--- config.mk ---
export PLATFORM = sky130hd
export DESIGN_NAME = ope_output_path_enable_ctrl
export DESIGN_NICKNAME = d
export VERILOG_FILES = /design/src/ope_pkg.sv /design/src/ope_seq_if.sv /design/src/ope_output_path_enable_ctrl.sv /design/src/ope_sync2.sv /design/src/ope_pop_seq.sv
export SDC_FILE = /design/constraint.sdc
export NUM_CORES = 1
export LEC_CHECK = 0
export BUFFER_PORTS_ARGS = -buffer_cell sky130_fd_sc_hd__clkbuf_2
export CORE_ASPECT_RATIO = 1.5
export CORE_MARGIN = 3
export CORE_UTILIZATION = 56
export DETAILED_ROUTE_END_ITERATION = 6
export GPL_TIMING_DRIVEN = 0
export PLACE_DENSITY = 0.87
export SLEW_MARGIN = 5
export SYNTH_ARGS = -nofsm -noshare
export SYNTH_HDL_FRONTEND = slang
export SYNTH_SLANG_ARGS = --single-unit
--- constraint.sdc ---
create_clock -name CLK -period 30.4 [get_ports CLK]
set_input_delay 1.52 -clock CLK [delete_from_list [all_inputs] [get_ports CLK]]
set_output_delay 1.52 -clock CLK [all_outputs]
set_load 0.05 [all_outputs]
--- src/ope_pkg.sv ---
// constants, register map and shared functions of the output path enable
// control; assumes a 16-bit register space reached by word address.
//
// How it works
// - twelve enable bits, path 6 left at bit 11 down to path 1 right at bit 0.
// - enable and status bits reset to zero and a one asks for the channel.
// - every path leaves reset muted whatever its enable bit says.
// - the headphone charge pump turns on by itself while paths 1 to 3 need it.
// - changing an enable of paths 1 to 4 starts a pop-suppressed sequence.
// - the end of every enable or disable sequence is sent out as an event.
// - each enable request is checked against the clock budget and refused if short.
// - a refused request leaves every running path untouched.
// - status shows real channel state, paths 6-4 in one register, 3-1 in another.
// - all paths take mixer samples at one shared output rate.
package ope_pkg;
  // ==========================================================
  // register map
  localparam logic [15:0] ADDR_ENABLES = 16'h0400;
  localparam logic [15:0] ADDR_STATUS = 16'h0401;
  localparam logic [15:0] ADDR_RAW_STATUS = 16'h0406;
  localparam logic [15:0] ADDR_ERROR = 16'h0407;
  localparam logic [15:0] ADDR_MUTE = 16'h0408;

  // ==========================================================
  // field layout and reset values
  localparam int NUM_CH = 12;
  localparam int NUM_SEQ = 4;
  localparam int ANALOG_CH = 8;
  localparam int HP_CH = 6;
  localparam int DIG_LO = 8;
  localparam int ERR_BIT = 0;
  localparam logic [11:0] ENABLES_RESET = 12'h000;
  localparam logic [11:0] STATUS_RESET = 12'h000;
  localparam logic [11:0] MUTE_RESET = 12'hfff;
  localparam logic [11:0] STATUS_MASK = 12'hfc0;
  localparam logic [11:0] RAW_STATUS_MASK = 12'h03f;
  localparam logic [3:0] RATE_RESET = 4'h0;

  // ==========================================================
  // clock budget: cycles per sample each channel consumes
  localparam logic [8:0] ANALOG_COST = 9'h010;
  localparam logic [8:0] DIGITAL_COST = 9'h008;

  // ==========================================================
  // timing: pop-suppressed ramp length
  localparam int SEQ_TIME_NS = 1000;
  localparam int CLK_FREQ_MHZ = 200;
  localparam int SEQ_CYCLES = (SEQ_TIME_NS * CLK_FREQ_MHZ + 999) / 1000;

  // cost of one channel, analogue channels need the dac as well
  function automatic logic [8:0] ch_cost(input int i);
    return (i < ANALOG_CH) ? ANALOG_COST : DIGITAL_COST;
  endfunction

  // grant requests in bit order, each one that still fits beside the running load
  function automatic logic [11:0] grant_fit(input logic [11:0] run,
                                            input logic [11:0] req,
                                            input logic [7:0] budget);
    logic [11:0] g;
    logic [8:0] load;
    g = '0;
    load = '0;
    for (int i = 0; i < NUM_CH; i++)
    begin
      if (run[i])
      begin
        load = load + ch_cost(i);
      end
    end
    for (int i = 0; i < NUM_CH; i++)
    begin
      if (req[i] && (load + ch_cost(i) <= {1'b0, budget}))
      begin
        g[i] = 1'b1;
        load = load + ch_cost(i);
      end
    end
    return g;
  endfunction
endpackage

--- src/ope_seq_if.sv ---
// handshake between the enable controller and one path sequencer;
// assumes both ends share the controller clock.
`timescale 1ns/1ps
`default_nettype none
interface ope_seq_if;
  logic [1:0] target;
  logic [1:0] current;
  logic busy;
  logic done;
  modport ctrl (output target, input current, input busy, input done);
  modport seq (input target, output current, output busy, output done);
endinterface
`default_nettype wire

--- src/ope_output_path_enable_ctrl.sv ---
// enable, status and clock-budget control for six stereo output paths;
// assumes a single-cycle register port and a clock controller that reports
// whether the main system clock runs and how many cycles it spares per sample.
`timescale 1ns/1ps
`default_nettype none
module ope_output_path_enable_ctrl
  import ope_pkg::*;
(
  // clock and reset
  input wire logic CLK,
  input wire logic RESETN,
  // register port
  input wire logic [15:0] REG_ADDR,
  input wire logic [15:0] REG_WDATA,
  input wire logic REG_WR,
  input wire logic REG_RD,
  output logic [15:0] REG_RDATA,
  output logic REG_RVALID,
  // clock controller
  input wire logic MAIN_CLK_RUNNING,
  input wire logic [7:0] MAIN_CLK_BUDGET,
  input wire logic [3:0] OUT_RATE_CODE,
  // output paths
  output logic [11:0] CHANNEL_ON,
  output logic [11:0] PATH_MUTE,
  output logic HP_CHARGE_PUMP_EN,
  output logic [3:0] PATH_RATE,
  // sequence events towards the interrupt logic
  output logic [5:0] SEQ_DONE
);
  // ==========================================================
  // state
  logic [11:0] enables;
  logic [11:0] granted;
  logic [11:0] refused;
  logic [11:0] mute;
  logic [11:0] status;
  logic err_flag;
  logic clk_ok;
  logic [7:0] seq_cur;
  logic [3:0] seq_busy;
  logic [3:0] seq_done;
  logic [11:0] req;
  logic [11:0] fit;
  logic [11:0] new_refuse;
  logic [11:0] next_status;
  logic wr_en;
  logic wr_err;
  logic wr_mute;

  // ==========================================================
  // decode and sync
  assign wr_en = REG_WR && (REG_ADDR == ADDR_ENABLES);
  assign wr_err = REG_WR && (REG_ADDR == ADDR_ERROR);
  assign wr_mute = REG_WR && (REG_ADDR == ADDR_MUTE);

  // the running indication comes from another clock's logic
  ope_sync2 #(.W(1)) u_clk_sync
  (
    .clk(CLK),
    .resetn(RESETN),
    .d(MAIN_CLK_RUNNING),
    .q(clk_ok)
  );

  always_ff @(posedge CLK or negedge RESETN)
  begin
    if (!RESETN)
    begin
      enables <= ENABLES_RESET;
    end
    else if (wr_en)
    begin
      enables <= REG_WDATA[11:0];
    end
  end

  // ==========================================================
  // clock budget check
  // new requests checked against budget
  assign req = enables & ~granted & ~refused;
  assign fit = clk_ok ? grant_fit(granted & enables, req, MAIN_CLK_BUDGET)
                      : '0;
  assign new_refuse = req & ~fit;

  always_ff @(posedge CLK or negedge RESETN)
  begin
    if (!RESETN)
    begin
      granted <= '0;
    end
    else
    begin
      granted <= (granted & enables) | fit;
    end
  end

  // refused bits wait for a fresh enable write, no retry storm
  always_ff @(posedge CLK or negedge RESETN)
  begin
    if (!RESETN)
    begin
      refused <= '0;
    end
    else if (wr_en)
    begin
      refused <= '0;
    end
    else
    begin
      refused <= (refused & enables) | new_refuse;
    end
  end

  // sticky underclock flag, a new refusal beats the clear
  always_ff @(posedge CLK or negedge RESETN)
  begin
    if (!RESETN)
    begin
      err_flag <= 1'b0;
    end
    else if (|new_refuse)
    begin
      err_flag <= 1'b1;
    end
    else if (wr_err && REG_WDATA[ERR_BIT])
    begin
      err_flag <= 1'b0;
    end
  end

  // ==========================================================
  // pop-suppressed sequencers for paths 1 to 4
  ope_seq_if seq_bus[NUM_SEQ] ();

  generate
    for (genvar g = 0; g < NUM_SEQ; g++)
    begin : g_seq
      // grant change launches the path sequence
      assign seq_bus[g].target = granted[2*g +: 2];
      assign seq_cur[2*g +: 2] = seq_bus[g].current;
      assign seq_busy[g] = seq_bus[g].busy;
      assign seq_done[g] = seq_bus[g].done;
      ope_pop_seq u_seq
      (
        .clk(CLK),
        .resetn(RESETN),
        .bus(seq_bus[g])
      );
    end
  endgenerate

  // ==========================================================
  // status and path outputs
  // analogue status follows the sequencers, digital follows grant
  assign next_status = {granted[11:DIG_LO], seq_cur};

  always_ff @(posedge CLK or negedge RESETN)
  begin
    if (!RESETN)
    begin
      status <= STATUS_RESET;
    end
    else
    begin
      status <= next_status;
    end
  end

  assign CHANNEL_ON = status;

  // mute register, held high from reset until software clears it
  always_ff @(posedge CLK or negedge RESETN)
  begin
    if (!RESETN)
    begin
      mute <= MUTE_RESET;
    end
    else if (wr_mute)
    begin
      mute <= REG_WDATA[11:0];
    end
  end

  // a channel that is not on stays muted
  always_ff @(posedge CLK or negedge RESETN)
  begin
    if (!RESETN)
    begin
      PATH_MUTE <= MUTE_RESET;
    end
    else
    begin
      PATH_MUTE <= mute | ~next_status;
    end
  end

  // pump runs while any headphone channel is granted, ramping or on
  always_ff @(posedge CLK or negedge RESETN)
  begin
    if (!RESETN)
    begin
      HP_CHARGE_PUMP_EN <= 1'b0;
    end
    else
    begin
      HP_CHARGE_PUMP_EN <= |{granted[HP_CH-1:0], status[HP_CH-1:0],
                             seq_busy[2:0]};
    end
  end

  // shared rate only taken while every path is off, avoiding glitches
  always_ff @(posedge CLK or negedge RESETN)
  begin
    if (!RESETN)
    begin
      PATH_RATE <= RATE_RESET;
    end
    else if (status == STATUS_RESET)
    begin
      PATH_RATE <= OUT_RATE_CODE;
    end
  end

  // completion events, digital paths finish as soon as status moves
  always_ff @(posedge CLK or negedge RESETN)
  begin
    if (!RESETN)
    begin
      SEQ_DONE <= '0;
    end
    else
    begin
      SEQ_DONE[3:0] <= seq_done;
      SEQ_DONE[4] <= (next_status[9:8] != status[9:8]);
      SEQ_DONE[5] <= (next_status[11:10] != status[11:10]);
    end
  end

  // ==========================================================
  // register read port
  // status split over two registers
  always_ff @(posedge CLK or negedge RESETN)
  begin
    if (!RESETN)
    begin
      REG_RDATA <= '0;
      REG_RVALID <= 1'b0;
    end
    else
    begin
      REG_RVALID <= REG_RD;
      REG_RDATA <= '0;
      if (REG_RD)
      begin
        unique case (REG_ADDR)
          ADDR_ENABLES: REG_RDATA <= {4'h0, enables};
          ADDR_STATUS: REG_RDATA <= {4'h0, status & STATUS_MASK};
          ADDR_RAW_STATUS: REG_RDATA <= {4'h0, status & RAW_STATUS_MASK};
          ADDR_ERROR: REG_RDATA <= {15'h0000, err_flag};
          ADDR_MUTE: REG_RDATA <= {4'h0, mute};
          default: REG_RDATA <= '0;
        endcase
      end
    end
  end
endmodule
`default_nettype wire

--- src/ope_sync2.sv ---
// two-stage synchroniser for levels arriving from outside the clock domain;
// assumes the level is stable for several cycles.
`timescale 1ns/1ps
`default_nettype none
module ope_sync2 #(parameter int W = 1)
(
  // clock and reset
  input wire logic clk,
  input wire logic resetn,
  // level in and out
  input wire logic [W-1:0] d,
  output logic [W-1:0] q
);
  logic [W-1:0] meta;

  // first stage feeds only the second
  always_ff @(posedge clk or negedge resetn)
  begin
    if (!resetn)
    begin
      meta <= '0;
      q <= '0;
    end
    else
    begin
      meta <= d;
      q <= meta;
    end
  end
endmodule
`default_nettype wire

--- src/ope_pop_seq.sv ---
// pop-suppressed ramp for one stereo analogue path; assumes the target
// is held steady by the controller while busy is high.
`timescale 1ns/1ps
`default_nettype none
module ope_pop_seq
  import ope_pkg::*;
(
  // clock and reset
  input wire logic clk,
  input wire logic resetn,
  // controller side
  ope_seq_if.seq bus
);
  typedef enum logic {SEQ_IDLE, SEQ_RAMP} ope_seq_e;
  localparam int SEQ_WAIT = SEQ_CYCLES;
  localparam logic [7:0] LAST_CNT = 8'(SEQ_CYCLES - 1);
  ope_seq_e state;
  logic [7:0] cnt;
  logic [1:0] tgt;

  always_ff @(posedge clk or negedge resetn)
  begin
    if (!resetn)
    begin
      state <= SEQ_IDLE;
      cnt <= '0;
      tgt <= '0;
    end
    else
    begin
      unique case (state)
        SEQ_IDLE:
        begin
          cnt <= '0;
          if (bus.target != bus.current)
          begin
            tgt <= bus.target;
            state <= SEQ_RAMP;
          end
        end
        SEQ_RAMP:
        begin
          cnt <= cnt + 8'h01;
          if (cnt == LAST_CNT)
          begin
            state <= SEQ_IDLE;
          end
        end
      endcase
    end
  end

  // channel state and completion pulse change together
  always_ff @(posedge clk or negedge resetn)
  begin
    if (!resetn)
    begin
      bus.current <= '0;
      bus.done <= 1'b0;
    end
    else
    begin
      bus.done <= (state == SEQ_RAMP) && (cnt == LAST_CNT);
      if ((state == SEQ_RAMP) && (cnt == LAST_CNT))
      begin
        bus.current <= tgt;
      end
    end
  end

  assign bus.busy = (state == SEQ_RAMP);
endmodule
`default_nettype wire

==> reports/qor.csv <==
metric;value;unit
synthTopCellsByArea;dfrtp_1 (27%), ha_1 (8.0%), dfstp_2 (5.2%);
path_class;reg -> reg;
die-area;23600;µm²
antenna_found_initial;0;
synth-edff-count;0;
status;complete, but fails checks;
io_pins;101;
wl_per_cell;21.6;µm
setup_viol;0;
drv_cap;0;
antenna_left;0;
syn_inst;1376;
clk_latency;0.43;ns
drt_wl_total;40.2;mm
layout_setup_ws;0.182;ns
clock_tree.buffer_depth;2;
synth_top_area_cell;dfrtp_1;
die_h;187;µm
grt_use_total;28.9;%
crit_buf_inv;8;
finalCritPeriodShare;99.4;%
clock_sinks;155;
synth_seq_cells;155;
hold_violations;0;
synth_flop_cell;dfrtp_1;
cts_hold_buf;0;
fin_nets;1710;
drt-pass1-iter-count;7;
end_kind;flop;
fin_util;72.3;%
cp_max_fo;10;
num_antenna_cells;0;
cp.required;30.71;ns
path_delay_family;simple AND/OR/NAND/NOR gates;
cts_tree;done;
grt_overflow;0;
grt_pass1_vias;11800;
start_util;57.3;%
synth_common_cells;nand2_1 (159), dfrtp_1 (131), nor2_1 (111);
htree_levels;4;
worst_pin_slew;1.06;ns
syn_to_final_growth;26.1;%
max_stage_delay;0.53;ns
viasPerCell;6.69;
core-area;21200;µm²
violations;DRC;
grt_pass1_wl;56.8;mm
synth-seq-area-share;32.1;%
relSlewSlack;29.4;%
setup_tns;0;ns
grt_max_degree;103;
p_leak;6.81;nW
power.total;0.430;mW
gp_congestion;0.987;
synth_area;12200;µm²
power-per-cell-area;28.0;nW/µm²
syn_avg_cell_area;8.84;µm²
arrival;30.53;ns
yosys_warnings;0;
num_rows;65;
portBuffers;91;
startpoint_type;flop;
cts_root_buffer;clkbuf_16;
layout-drive-gt1-share;31.8;%
ir_drop;0.0375;mV
dp_slack;-5.52;ns
synth_cell_types;110;
post-route-min-period;30.22;ns
place_hpwl;24.1;mm
clkTransAtPathRegs;0.07;ns
fmax;33.1;MHz
ys_async_sr_fraction;100;%
hp-class;reg -> reg;
die_x;126;µm
cp_slowest_cell;or4_1;
drt_iter0_drc;1399;
numCtsBuffers;17;
crit_top_cell;ha_4;
drv_slew;0;
finalClockSkew;0.0102;ns
num-fill-cells;1346;
synth_top_area_share;26.9;%
synth_most_common_cell;nand2_1;
drc;1;
vias;12500;
## flip-flops by register name, indices dropped and copies added, names as in the netlist, 12 cells and up
signal           cells
CHANNEL_ON          12
refused             12
PATH_MUTE           12
mute                12
g_seq.u_seq.cnt     32
enables             12
REG_RDATA           12
granted             12
## per-stage QoR
step	cells	cell area (µm²)	hold WS [ns]
final	1864	15300	0.350
after global routing	1864	15300	0.355
after CTS	1813	14300	0.351
after detailed placement	1739	13000	0.335
after global placement	1738	13000	0.333
after floorplan	1379	12200	0.331
## metal layers
metal	GRT usage [%]	routed length (µm)	vias to the layer above
met5	0	0	-
met3	5.04	3210	343
met1	31.3	13700	5884
li1	-	-	5377
met2	51.3	19900	866
met4	18.2	3370	0
## repair_timing
action | CTS | global route
gates resized for setup | 97 | 127
buffers inserted | 45 | 54
pin swaps | 31 | 71
endpoints found under the setup margin | 7 | 5
## cells by family (layout without fill, tap and decap cells)
| logic type | after synthesis | count (layout) | synth area share [%] |
|---|---|---|---|
| and+or+nand+nor | 573 | 573 | 24.4 |
| AOI/OAI and AO/OA | 296 | 296 | 16.9 |
| DFF | 155 | 155 | 32.1 |
| xor gates and xnor gates | 114 | 114 | 9.35 |
| buffers and inverters | 98 | 315 | 3.48 |
| adders and majority gates | 78 | 78 | 8.02 |
| muxes | 61 | 61 | 5.71 |
| other | 1 | 4 | 0.0308 |
## report_power, final
part,switching [mW],total [mW],internal (mW)
combinational,0.0162,0.0240,0.00789
sequential,0.000228,0.207,0.207
clock,0.0908,0.199,0.108
total,0.107,0.430,0.323
## worst reg2reg max path, delay by kind of cell, from the launching register on
family / cells / cell delay, ns
adder cells (fa/ha/maj): 25 / 6.88
XOR/XNOR: 12 / 2.44
multiplexers: 7 / 2.28
buffers and inverters: 8 / 0.93
AO/OA/AOI/OAI: 53 / 8.51
flip-flops: 1 / 0.46
AND/OR/NAND/NOR: 53 / 8.53
## layout by cell type (no fill, tap or decap), drive strengths merged, types with 9 or more instances in the layout
| cell type | n |
|---|---|
| a21oi | 78 |
| o21a | 15 |
| nor4 | 17 |
| a21o | 10 |
| dfstp | 24 |
| xor2 | 37 |
| o21ai | 78 |
| buf | 122 |
| nand3 | 50 |
| or2 | 10 |
| nor3 | 32 |
| clkbuf | 130 |
| nand2b | 33 |
| dfrtp | 131 |
| nand4 | 21 |
| nor2 | 115 |
| or3 | 9 |
| nand2 | 159 |
| ha | 78 |
| mux2i | 16 |
| and3 | 20 |
| nor3b | 13 |
| a211oi | 11 |
| inv | 54 |
| nor2b | 19 |
| mux2 | 45 |
| xnor2 | 70 |
| and2 | 40 |
## area by class of cell
class | instances | area [µm²] | area share (%)
buffer | 42 | 253 | 1.65
clock buffer | 19 | 443 | 2.89
clock inverter | 13 | 108 | 0.701
inverter | 50 | 191 | 1.25
multi-input combinational | 1126 | 8870 | 57.8
sequential | 155 | 3910 | 25.5
tap | 268 | 335 | 2.19
timing repair buffer | 191 | 1230 | 8.05
## worst paths after layout
path	startpoint	endpoint	slack [ns]	cells past startpoint
setup reg to reg	enables[0]	err_flag	0.18	158
hold / removal	g_seq[0].u_seq.bus.done	SEQ_DONE[0]	0.35	0
setup / recovery	enables[0]	err_flag	0.18	158
min in group asynchronous	RESETN	g_seq[3].u_seq.cnt[4]	1.05	1
max in group asynchronous	RESETN	g_seq[2].u_seq.tgt[1]	28.51	2
hold reg to reg	g_seq[0].u_seq.bus.done	SEQ_DONE[0]	0.35	0
(Power assumes the default switching activity.)
